### src/sps_pkg.sv
// Purpose: constants, types and helpers of the serial port block
// Assumes: one 25 MHz clock, AXI4-Lite register access with 32-bit data
// Notes: register words hold 8 data bits in the low byte
// What this block does
// - Slave with select high stays passive, all pins inputs, ignores data.
// - Slave select rising resets bit counter, keeps shifter contents, drops partial byte.
// - Slave with select low is active; MISO drives only if configured.
// - Master with select as output: plain output, no effect on engine.
// - Select input low in master mode clears master bit, becomes slave.
// - That demotion sets done flag, which may raise the interrupt.
// - Data changes on one clock edge and is sampled on the opposite.
// - Phase 0 samples on leading edge, phase 1 on trailing edge.
// - Polarity 1 idles clock high; polarity 0 idles it low.
// - Control bit 7 with done flag and global enable requests interrupt.
// - Control bit 6 enables the port; nothing happens while it is zero.
// - Control bit 5 set shifts least significant bit first.
// - Control bit 4 selects master when one, slave when zero.
// - Master clock divides by 4,16,64,128, or 2,8,32,64 doubled.
// - Done flag sets on byte end; clears by vector or status-then-data.
// - Collision flag sets on data write mid-transfer; status-then-data clears.
// - Status bits 5 to 1 always read zero.
// - Status bit 0 doubles master rate, shortest period two clocks.
// - Data write starts a transfer in master mode, only loads shifter as slave; data read returns the receive buffer.
// - Each transfer is eight bits; master clock stops, done flag sets.
// - Receive is double buffered; unread byte is overwritten by next.
// - Slave with select high tri-states MISO; shifting waits for select low.
package sps_pkg;
  // Register byte addresses
  localparam int SPS_AW = 8;
  localparam logic [7:0] SPS_ADDR_CTRL = 8'h2c;
  localparam logic [7:0] SPS_ADDR_STAT = 8'h30;
  localparam logic [7:0] SPS_ADDR_DATA = 8'h34;
  localparam logic [7:0] SPS_ADDR_PIN = 8'h38;
  // Control fields
  localparam int CTRL_IRQ_EN = 7;
  localparam int CTRL_PORT_EN = 6;
  localparam int CTRL_LSB_FIRST = 5;
  localparam int CTRL_MASTER = 4;
  localparam int CTRL_IDLE_LVL = 3;
  localparam int CTRL_PHASE = 2;
  localparam int CTRL_RATE_HI = 1;
  localparam int CTRL_RATE_LO = 0;
  localparam logic [7:0] CTRL_RESET = 8'h00;
  // Status fields
  localparam int STAT_DONE = 7;
  localparam int STAT_WRITE_COLLISION_FLAG = 6;
  localparam int STAT_RSV_HI = 5;
  localparam int STAT_RSV_LO = 1;
  localparam int STAT_DBL = 0;
  // Pin configuration fields
  localparam int PIN_MISO_DIR = 0;
  localparam int PIN_MOSI_DIR = 1;
  localparam int PIN_SCK_DIR = 2;
  localparam int PIN_SS_DIR = 3;
  localparam int PIN_SS_LEVEL = 4;
  localparam int PIN_GLOBAL_IE = 5;
  localparam logic [5:0] PIN_RESET = 6'h00;
  // Sixteen clock edges per byte, counted 0 to 15
  localparam logic [3:0] LAST_EDGE = 4'hf;
  localparam logic [3:0] FIRST_EDGE = 4'h0;
  // Longest master byte in clocks: sixteen slowest half periods plus start slack
  localparam logic [10:0] BYTE_MAX_CLKS = 11'h402;
  // Half clock periods in system clocks, indexed by {double, rate}
  localparam logic [6:0] HALF_DIV4 = 7'h02;
  localparam logic [6:0] HALF_DIV16 = 7'h08;
  localparam logic [6:0] HALF_DIV64 = 7'h20;
  localparam logic [6:0] HALF_DIV128 = 7'h40;
  localparam logic [6:0] HALF_DIV2 = 7'h01;
  localparam logic [6:0] HALF_DIV8 = 7'h04;
  localparam logic [6:0] HALF_DIV32 = 7'h10;
  // Bus responses
  localparam logic [1:0] RESP_OKAY = 2'h0;
  localparam logic [1:0] RESP_SLVERR = 2'h2;

  typedef enum logic [2:0] {SPS_REG_CTRL, SPS_REG_STAT, SPS_REG_DATA, SPS_REG_PIN,
    SPS_REG_NONE} sps_reg_t;
  typedef enum logic {SPS_IDLE, SPS_RUN} sps_eng_t;

  typedef struct packed {
    logic awvalid;
    logic [SPS_AW-1:0] awaddr;
    logic wvalid;
    logic [31:0] wdata;
    logic [3:0] wstrb;
    logic bready;
    logic arvalid;
    logic [SPS_AW-1:0] araddr;
    logic rready;
  } sps_axi_in_t;

  typedef struct packed {
    logic awready;
    logic wready;
    logic bvalid;
    logic [1:0] bresp;
    logic arready;
    logic rvalid;
    logic [31:0] rdata;
    logic [1:0] rresp;
  } sps_axi_out_t;

  typedef struct packed {
    logic sck;
    logic mosi;
    logic miso;
    logic ss_n;
  } sps_pins_in_t;

  typedef struct packed {
    logic sck_o;
    logic sck_oe;
    logic mosi_o;
    logic mosi_oe;
    logic miso_o;
    logic miso_oe;
    logic ss_n_o;
    logic ss_n_oe;
  } sps_pins_out_t;

  // Half period lookup for the master clock
  function automatic logic [6:0] sps_half_period(input logic [2:0] code);
    case (code)
      3'h0: sps_half_period = HALF_DIV4;
      3'h1: sps_half_period = HALF_DIV16;
      3'h2: sps_half_period = HALF_DIV64;
      3'h3: sps_half_period = HALF_DIV128;
      3'h4: sps_half_period = HALF_DIV2;
      3'h5: sps_half_period = HALF_DIV8;
      3'h6: sps_half_period = HALF_DIV32;
      default: sps_half_period = HALF_DIV64;
    endcase
  endfunction

  // Word address decode, low two address bits ignored
  function automatic sps_reg_t sps_decode(input logic [SPS_AW-1:0] a);
    logic [SPS_AW-1:0] w;
    w = {a[SPS_AW-1:2], 2'h0};
    if (w == SPS_ADDR_CTRL) sps_decode = SPS_REG_CTRL;
    else if (w == SPS_ADDR_STAT) sps_decode = SPS_REG_STAT;
    else if (w == SPS_ADDR_DATA) sps_decode = SPS_REG_DATA;
    else if (w == SPS_ADDR_PIN) sps_decode = SPS_REG_PIN;
    else sps_decode = SPS_REG_NONE;
  endfunction

  // Bit leaving the shifter next
  function automatic logic sps_out_bit(input logic [7:0] sh, input logic lsbf);
    sps_out_bit = lsbf ? sh[0] : sh[7];
  endfunction

  // Shift one bit out and one bit in
  function automatic logic [7:0] sps_shift_in(input logic [7:0] sh, input logic b,
      input logic lsbf);
    sps_shift_in = lsbf ? {b, sh[7:1]} : {sh[6:0], b};
  endfunction
endpackage

### src/sps_rate_gen.sv
// Purpose: master clock half-period tick generator
// Assumes: run is held for the whole byte
// Notes: counter restarts whenever run drops, so each byte starts clean
`timescale 1ns/10ps
`default_nettype none
module sps_rate_gen import sps_pkg::*; (
  // Clock and reset
  input wire logic clock,
  input wire logic arst_n,
  // Control
  input wire logic run,
  input wire logic [2:0] code,
  // Half-period pulse
  output logic tick
);
  typedef struct packed {
    logic [6:0] cnt;
  } sps_gen_state_t;

  sps_gen_state_t q, d;
  logic [6:0] half;

  // Tick on the last count of each half period
  always_comb begin
    half = sps_half_period(code);
    tick = run && (q.cnt == half - 7'h01);
    d = q;
    if (!run || tick) begin
      d.cnt = 7'h00;
    end else begin
      d.cnt = q.cnt + 7'h01;
    end
  end

  always_ff @(posedge clock or negedge arst_n) begin
    if (!arst_n) begin
      q <= '0;
    end else begin
      q <= d;
    end
  end
endmodule
`default_nettype wire

### src/sps_port.sv
// Purpose: byte-wide serial port, master or slave, with AXI4-Lite registers
// Assumes: pin inputs synchronous to clock except the slave clock path
// Notes: pins come as value plus output enable; the pad resolves the wire
`timescale 1ns/10ps
`default_nettype none
module sps_port import sps_pkg::*; (
  // Clock and reset
  input wire logic clock,
  input wire logic arst_n,
  // Register bus
  input wire sps_axi_in_t axi_in,
  output sps_axi_out_t axi_out,
  // Serial pins
  input wire sps_pins_in_t pins_in,
  output sps_pins_out_t pins_out,
  // Interrupt request and vector taken
  output logic irq,
  input wire logic irq_ack
);
  typedef struct packed {
    logic [7:0] ctrl;
    logic dbl;
    logic [5:0] pincfg;
    logic done_flag;
    logic write_collision_flag_flag;
    logic clear_armed;
    logic [7:0] rxbuf;
    logic [7:0] shreg;
    logic rx_bit;
    logic [3:0] edge_cnt;
    sps_eng_t eng;
    logic sck_lvl;
    logic sck_s1;
    logic sck_s2;
    logic sck_s3;
    logic mosi_s1;
    logic mosi_s2;
    logic ss_s1;
    logic ss_s2;
    logic ss_s3;
    logic aw_have;
    logic [SPS_AW-1:0] awaddr;
    logic w_have;
    logic [7:0] wdata;
    logic wlane0;
    logic start;
    logic irq;
    sps_axi_out_t axo;
    sps_pins_out_t pins;
  } sps_state_t;

  sps_state_t q, d;
  logic tick;
  logic gen_run;
  sps_reg_t wsel;
  sps_reg_t rsel;
  logic en, mst, lsbf, clock_sample_phase, clock_idle_level;
  logic edge_ev, sample_edge, in_bit;

  // Master clock divider runs only while a master byte is in flight
  assign gen_run = (q.eng == SPS_RUN) && q.ctrl[CTRL_MASTER] && q.ctrl[CTRL_PORT_EN];

  sps_rate_gen u_rate (
    .clock(clock),
    .arst_n(arst_n),
    .run(gen_run),
    .code({q.dbl, q.ctrl[CTRL_RATE_HI], q.ctrl[CTRL_RATE_LO]}),
    .tick(tick)
  );

  // Whole next-state of the block
  always_comb begin
    d = q;
    d.start = 1'b0;
    wsel = sps_decode(q.awaddr);
    rsel = sps_decode(axi_in.araddr);
    en = 1'b0;
    mst = 1'b0;
    lsbf = 1'b0;
    clock_sample_phase = 1'b0;
    clock_idle_level = 1'b0;
    edge_ev = 1'b0;
    sample_edge = 1'b0;
    in_bit = 1'b0;

    // Pin synchronisers; first stages feed only the second
    d.sck_s1 = pins_in.sck;
    d.sck_s2 = q.sck_s1;
    d.sck_s3 = q.sck_s2;
    d.mosi_s1 = pins_in.mosi;
    d.mosi_s2 = q.mosi_s1;
    d.ss_s1 = pins_in.ss_n;
    d.ss_s2 = q.ss_s1;
    d.ss_s3 = q.ss_s2;

    // Vector taken clears the done flag; later sets still win
    if (irq_ack) begin
      d.done_flag = 1'b0;
    end

    // Write address and data channels, taken in either order
    if (axi_in.awvalid && q.axo.awready) begin
      d.aw_have = 1'b1;
      d.awaddr = axi_in.awaddr;
    end
    if (axi_in.wvalid && q.axo.wready) begin
      d.w_have = 1'b1;
      d.wdata = axi_in.wdata[7:0];
      d.wlane0 = axi_in.wstrb[0];
    end
    if (q.axo.bvalid && axi_in.bready) begin
      d.axo.bvalid = 1'b0;
    end

    // Register write once both halves are held
    if (q.aw_have && q.w_have && !q.axo.bvalid) begin
      d.aw_have = 1'b0;
      d.w_have = 1'b0;
      d.axo.bvalid = 1'b1;
      d.axo.bresp = (wsel == SPS_REG_NONE) ? RESP_SLVERR : RESP_OKAY;
      // Data access completes a pending flag clear
      if (wsel == SPS_REG_DATA && q.clear_armed) begin
        d.done_flag = 1'b0;
        d.write_collision_flag_flag = 1'b0;
        d.clear_armed = 1'b0;
      end
      if (q.wlane0) begin
        case (wsel)
          SPS_REG_CTRL: d.ctrl = q.wdata;
          SPS_REG_STAT: d.dbl = q.wdata[STAT_DBL];
          SPS_REG_PIN: d.pincfg = q.wdata[5:0];
          SPS_REG_DATA: begin
            // Transmit side is single buffered: mid-byte writes are refused
            if (q.eng == SPS_RUN) begin
              d.write_collision_flag_flag = 1'b1;
            end else begin
              d.shreg = q.wdata;
              if (q.ctrl[CTRL_PORT_EN] && q.ctrl[CTRL_MASTER]) begin
                d.eng = SPS_RUN;
                d.edge_cnt = FIRST_EDGE;
                d.start = 1'b1;
              end
            end
          end
          default: d.axo.bresp = RESP_SLVERR;
        endcase
      end
    end

    // Read channel; one read answered at a time
    if (q.axo.rvalid && axi_in.rready) begin
      d.axo.rvalid = 1'b0;
    end
    if (axi_in.arvalid && q.axo.arready) begin
      d.axo.rvalid = 1'b1;
      d.axo.rresp = RESP_OKAY;
      d.axo.rdata = 32'h0000_0000;
      case (rsel)
        SPS_REG_CTRL: d.axo.rdata[7:0] = q.ctrl;
        SPS_REG_STAT: begin
          d.axo.rdata[STAT_DONE] = q.done_flag;
          d.axo.rdata[STAT_WRITE_COLLISION_FLAG] = q.write_collision_flag_flag;
          d.axo.rdata[STAT_DBL] = q.dbl;
          if (q.done_flag || q.write_collision_flag_flag) begin
            d.clear_armed = 1'b1;
          end
        end
        SPS_REG_DATA: begin
          d.axo.rdata[7:0] = q.rxbuf;
          if (q.clear_armed) begin
            d.done_flag = 1'b0;
            d.write_collision_flag_flag = 1'b0;
            d.clear_armed = 1'b0;
          end
        end
        SPS_REG_PIN: d.axo.rdata[5:0] = q.pincfg;
        default: d.axo.rresp = RESP_SLVERR;
      endcase
    end

    en = d.ctrl[CTRL_PORT_EN];
    lsbf = d.ctrl[CTRL_LSB_FIRST];
    clock_sample_phase = d.ctrl[CTRL_PHASE];
    clock_idle_level = d.ctrl[CTRL_IDLE_LVL];

    // Select input pulled low while master: step down to slave
    if (en && d.ctrl[CTRL_MASTER] && !d.pincfg[PIN_SS_DIR] && !q.ss_s2) begin
      d.ctrl[CTRL_MASTER] = 1'b0;
      d.done_flag = 1'b1;
      d.eng = SPS_IDLE;
      d.edge_cnt = FIRST_EDGE;
    end
    mst = d.ctrl[CTRL_MASTER];

    // Slave with select high is held reset and passive
    if (!en || (!mst && q.ss_s2)) begin
      d.eng = SPS_IDLE;
      d.edge_cnt = FIRST_EDGE;
    end

    // One clock edge to process, from divider or synchronised input
    if (en && mst && q.eng == SPS_RUN && d.eng == SPS_RUN) begin
      edge_ev = tick;
      in_bit = pins_in.miso;
      if (tick) begin
        d.sck_lvl = ~q.sck_lvl;
      end
    end else if (en && !mst && !q.ss_s2) begin
      edge_ev = (q.sck_s2 != q.sck_s3);
      in_bit = q.mosi_s2;
    end

    // Sample on one edge, set up on the other
    if (edge_ev) begin
      d.eng = SPS_RUN;
      sample_edge = (~d.edge_cnt[0]) ^ clock_sample_phase;
      if (sample_edge) begin
        if (d.edge_cnt == LAST_EDGE) begin
          d.shreg = sps_shift_in(d.shreg, in_bit, lsbf);
        end else begin
          d.rx_bit = in_bit;
        end
      end else if (!(clock_sample_phase && d.edge_cnt == FIRST_EDGE)) begin
        d.shreg = sps_shift_in(d.shreg, q.rx_bit, lsbf);
      end
      if (d.edge_cnt == LAST_EDGE) begin
        // Eighth bit done; the old buffer is overwritten if unread
        d.rxbuf = d.shreg;
        d.done_flag = 1'b1;
        d.eng = SPS_IDLE;
        d.edge_cnt = FIRST_EDGE;
      end else begin
        d.edge_cnt = d.edge_cnt + 4'h1;
      end
    end

    // Clock parks at its idle level between bytes
    if (d.eng == SPS_IDLE || !mst) begin
      d.sck_lvl = clock_idle_level;
    end

    // Pin drivers, registered so every output comes from a flop
    d.pins.sck_o = d.sck_lvl;
    d.pins.sck_oe = en && mst && d.pincfg[PIN_SCK_DIR];
    d.pins.mosi_o = sps_out_bit(d.shreg, lsbf);
    d.pins.mosi_oe = en && mst && d.pincfg[PIN_MOSI_DIR];
    d.pins.miso_o = sps_out_bit(d.shreg, lsbf);
    d.pins.miso_oe = en && !mst && d.pincfg[PIN_MISO_DIR] && !q.ss_s2;
    d.pins.ss_n_o = d.pincfg[PIN_SS_LEVEL];
    d.pins.ss_n_oe = en && mst && d.pincfg[PIN_SS_DIR];
    d.irq = d.done_flag && d.ctrl[CTRL_IRQ_EN] && d.pincfg[PIN_GLOBAL_IE];

    // Ready terms for the next cycle
    d.axo.awready = !d.aw_have && !d.axo.bvalid;
    d.axo.wready = !d.w_have && !d.axo.bvalid;
    d.axo.arready = !d.axo.rvalid;
  end

  // Single state register
  always_ff @(posedge clock or negedge arst_n) begin
    if (!arst_n) begin
      q <= '0;
    end else begin
      q <= d;
    end
  end

  // Outputs straight from the state register
  assign axi_out = q.axo;
  assign pins_out = q.pins;
  assign irq = q.irq;

  // Clocks a master byte has been running; a counter, as the bound is too long for a delay
  logic [10:0] byte_clks_q;

  always_ff @(posedge clock or negedge arst_n) begin
    if (!arst_n) begin
      byte_clks_q <= '0;
    end else if (q.eng == SPS_RUN && q.ctrl[CTRL_MASTER]) begin
      byte_clks_q <= byte_clks_q + 11'h001;
    end else begin
      byte_clks_q <= '0;
    end
  end
endmodule
`default_nettype wire

### config.mk
export PLATFORM = sky130hd
export DESIGN_NAME = sps_port
export DESIGN_NICKNAME = d
export VERILOG_FILES = /design/src/sps_pkg.sv /design/src/sps_rate_gen.sv /design/src/sps_port.sv
export SDC_FILE = /design/constraint.sdc
export NUM_CORES = 1
export LEC_CHECK = 0
export BUFFER_PORTS_ARGS = -buffer_cell sky130_fd_sc_hd__buf_4
export CAP_MARGIN = 5
export CORE_ASPECT_RATIO = 0.6
export CORE_MARGIN = 5
export CORE_UTILIZATION = 51
export CTS_BUF_LIST = sky130_fd_sc_hd__clkbuf_2
export DETAILED_ROUTE_END_ITERATION = 12
export PLACE_DENSITY_LB_ADDON = 0.08
export SYNTH_ARGS = -nofsm -noshare
export SYNTH_HDL_FRONTEND = slang
export SYNTH_SLANG_ARGS = --single-unit
### constraint.sdc
create_clock -name clock -period 3.39 [get_ports clock]
set_clock_uncertainty 0.05 [all_clocks]
set_input_delay 0.5085 -clock clock [delete_from_list [all_inputs] [get_ports clock]]
set_output_delay 0.5085 -clock clock [all_outputs]
set_load 0.01 [all_outputs]
==> summary.md <==
| Metric | Value |
|---|---|
| Type of the worst min-delay path | in -> reg |
| Die W | 136 um |
| Vias per Instance | 5.46 |
| RSZ-0062 raised after global routing | true |
| Sinks on Clock Net | 93 |
| Via count | 3721 |
| Initial drt markers | 301 |
| Clk buf depth | 2 |
| Cell Rows | 27 |
| Starting Density | 0.528 |
| Cells after synthesis | 472 |
| Critical Setup Path Class | reg -> reg |
| Max VDD drop | 0.403 mV |
| Sequential Power Share | 0.498 |
| Slew margin rel. | 0.500 |
| Final Net Count | 614 |
| DP Worst Slack | -0.0475 ns |
| Max Cap Viol | 0 |
| Max Slew Vio Count | 0 |
| Drt total wl | 11.8 mm |
| Mapped Area | 4880 um^2 |
| Sw frac | 0.366 |
| Fraction of layout cells with a size suffix above 1 | 0.303 |
| Core box area | 9260 um^2 |
| Commonest non-fill, non-tap cell in the layout | buf_4 |
| #FFs+latches synth | 93 |
| Switch Pwr | 1140 uW |
| Antenna-violating nets left | 0 |
| Worst Setup Start Kind | flop |
| Die Y | 85.8 um |
| Dpl cells | 657 |
| Clk slew on worst S/H paths | 0.24 ns |
| XOR/XNOR share of the synthesized area | 0.0197 |
| Async S/R FF share, synth | 1.00 |
| DRT Pass-1 Iters | 5 |
| Fmax | 294 MHz |
| Clock power frac | 0.150 |
| Finished Core Util | 0.611 |
| Period utilisation layout | 1.00 |
| Final non-filler cell total | 682 |
| Main synth FF type | dfrtp_1 |
| Simple-Gate Fraction of Synth Area | 0.159 |
| Avg Cell Area, Syn | 10.3 um^2 |
| Setup ws final | -0.00619 ns |
| Synth top area cells | dfrtp_1 (48%), buf_4 (7.7%), mux2_2 (6.0%), mux2i_1 (4.1%), nand2_1 (4.1%) |
| Multi-input logic area | 2250 um^2 |
| Final Hold Fails | 0 |
| Critical-path maximum fanout | 4 |
| Actual slew at the worst max-slew pin | 0.750 ns |
| Failing checks | setup timing |
| IO buf count | 56 |
| CP max stage delay | 0.43 ns |
| Area growth syn-to-layout | 15.8% |
| Req. time, crit path | 3.83 ns |
| Clock root cell | clkbuf_2 |
| Share of the synthesized area in the top cell type | 0.477 |
| Largest net degree at the start of global routing | 59 |
| Compound-cell area share of the yosys netlist | 0.135 |
| Total power | 3110 uW |
| Synth Area in Adders | 0.00769 |
| Die area | 11700 um^2 |
| RD Place Congestion | 0.933 |
| Combinational share of power | 0.352 |
| Initial antenna violation count | 0 |
| Sequential share of the synthesized area | 0.477 |
| Yosys top cell by area | dfrtp_1 |
| Seq. cell area | 2330 um^2 |
| First-pass GRT wire length | 19.3 mm |
| Yosys warns | 0 |
| Htree depth | 3 |
| Worst Path Arrival | 3.84 ns |
| Vias in the first global route | 3675 |
| Cell-internal power | 1970 uW |
| Final setup viols | 1 |
| Boundary Pins | 114 |
| Count of cell types in the netlist | 62 |
| Total GRT Usage | 0.211 |
| Wire per inst | 17.3 um |
| HPWL Detailed | 8.81 mm |
| DRC Markers | 0 |
| GR Overflow Total | 0 |
| Tmin final | 3.40 ns |
| Setup crit end kind | flop |
| Number of diodes | 0 |
| Proportion of synthesized area in mux cells | 0.103 |
| Lkg Pwr | 0.00279 uW |
| Num CTS Buffers | 9 |
| Worst-path cell chain | nand4bb_4, o311a_1, or2_1, o31a_4, nor2_4, nand2_2, inv_2, ha_4, nand3_4, or3_4, and3_4, a21oi_2, mux2_4 |
| Status | complete, but fails checks |
| Largest family of logic cells by synthesized area | simple AND/OR/NAND/NOR gates |
| Commonest non-fill, non-tap cells in the layout | buf_4 (97), dfrtp_1 (93), nand2_1 (52) |
| Post-synth EDFFs | 0 |
| Clock latency at the later pin of the worst-skew pair | 0.57 ns |
| Fill cells | 788 |
| CTS tree | done |
| PD cells | 550 nW/um^2 |
| Crit-path slowest cell | dfrtp_1 |
==> logic make-up (layout without fill, tap and decap cells) <==
kind of cell / Yosys count / count (layout)
AOI/OAI and AO/OA: 92 / 92
xor gates and xnor gates: 11 / 11
DFF: 93 / 93
muxes: 47 / 47
and+or+nand+nor: 150 / 150
adders and majority gates: 3 / 3
buffers and inverters: 75 / 130
other: 1 / 26
==> cell usage after synthesis, types with 6 or more instances <==
cell and instances:
dfrtp_1 93, nand2_1 53, buf_4 50, nor2_1 28
mux2_2 26, mux2i_1 20, o21ai_0 20, a21oi_1 18
inv_1 12, a222oi_1 8, and2_1 8, nor2b_1 8
nor3_1 8, a31oi_1 7, xor2_1 7, buf_2 6
clkbuf_1 6, nor3b_1 6, o31ai_1 6
==> timing repair <==
action | in CTS | in global routing
hold buffers | 4 | 0
endpoints found under the hold margin | 60 | 0
resized for setup | 1 | 12
setup buffers | 1 | 4
cloned | 0 | 0
endpoints found under the setup margin | 1 | 19
pin swaps | 1 | 9
==> final cells by class <==
type	count	area share
Sequential cell	93	0.412
Multi-Input combinational cell	329	0.398
Timing Repair Buffer	102	0.139
Tap cell	130	0.0288
Clock buffer	11	0.00974
Inverter	12	0.00797
Clock inverter	5	0.00487
==> worst max-delay path, delay by kind of cell, from the launching register on <==
kind	cells	cell delay, ns
AND/OR/NAND/NOR	7	1.43
AO/OA/AOI/OAI	3	0.87
flip-flops	1	0.43
multiplexers	1	0.31
adder cells (fa/ha/maj)	1	0.15
buffers and inverters	1	0.08
==> routing by layer <==
metal	GRT usage	part of all wire	wire [um]
met1	0.330	0.50	5890
met2	0.291	0.40	4770
met3	0.0592	0.086	1010
met4	0.0430	0.0093	109
met5	0	0	0
==> path summary, 6_finish.rpt <==
kind / start / end / slack, ns / cells past startpoint
max in group asynchronous: arst_n / q[108]$_DFFE_PN0P_ / 2.17 / 3
min: axi_in[0] / axi_out[34]$_DFF_PN0_ / 0.08 / 2
min in group asynchronous: arst_n / q[59]$_DFFE_PN0P_ / 0.46 / 2
max: q[68]$_DFFE_PN0P_ / pins_out[7]$_DFFE_PN0P_ / -0.006 / 13
min reg2reg: d[76]$_DFF_PN0_ / d[75]$_DFF_PN0_ / 0.33 / 0
max reg2reg: q[68]$_DFFE_PN0P_ / pins_out[7]$_DFFE_PN0P_ / -0.006 / 13
==> through the flow <==
step	instance area, um^2	hold WS, ns	TNS (ns)
2_1_floorplan	4990	0.163	0
3_3_place_gp	5430	0.282	0
3_5_place_dp	5430	0.287	-0.0537
4_1_cts	5570	0.0348	0
5_1_grt	5650	0.0189	-0.346
6_report	5650	0.0785	-0.00619
==> state kept, by name (all words and copies together), names as in the netlist <==
signal,count
u_rate.q,7
irq,1
q,59
pins_out,6
axi_out,15
d,5
==> power groups by stage <==
stage | Combinational (uW) | Sequential, uW | Clock (uW)
after floorplan | 714 | 1500 | 0
after global placement | 1020 | 1560 | 0
after detailed placement | 1050 | 1570 | 0
after CTS | 1060 | 1540 | 484
after global routing | 1200 | 1580 | 530
final | 1100 | 1550 | 467
Note: power is estimated with default switching activity, not from simulation.
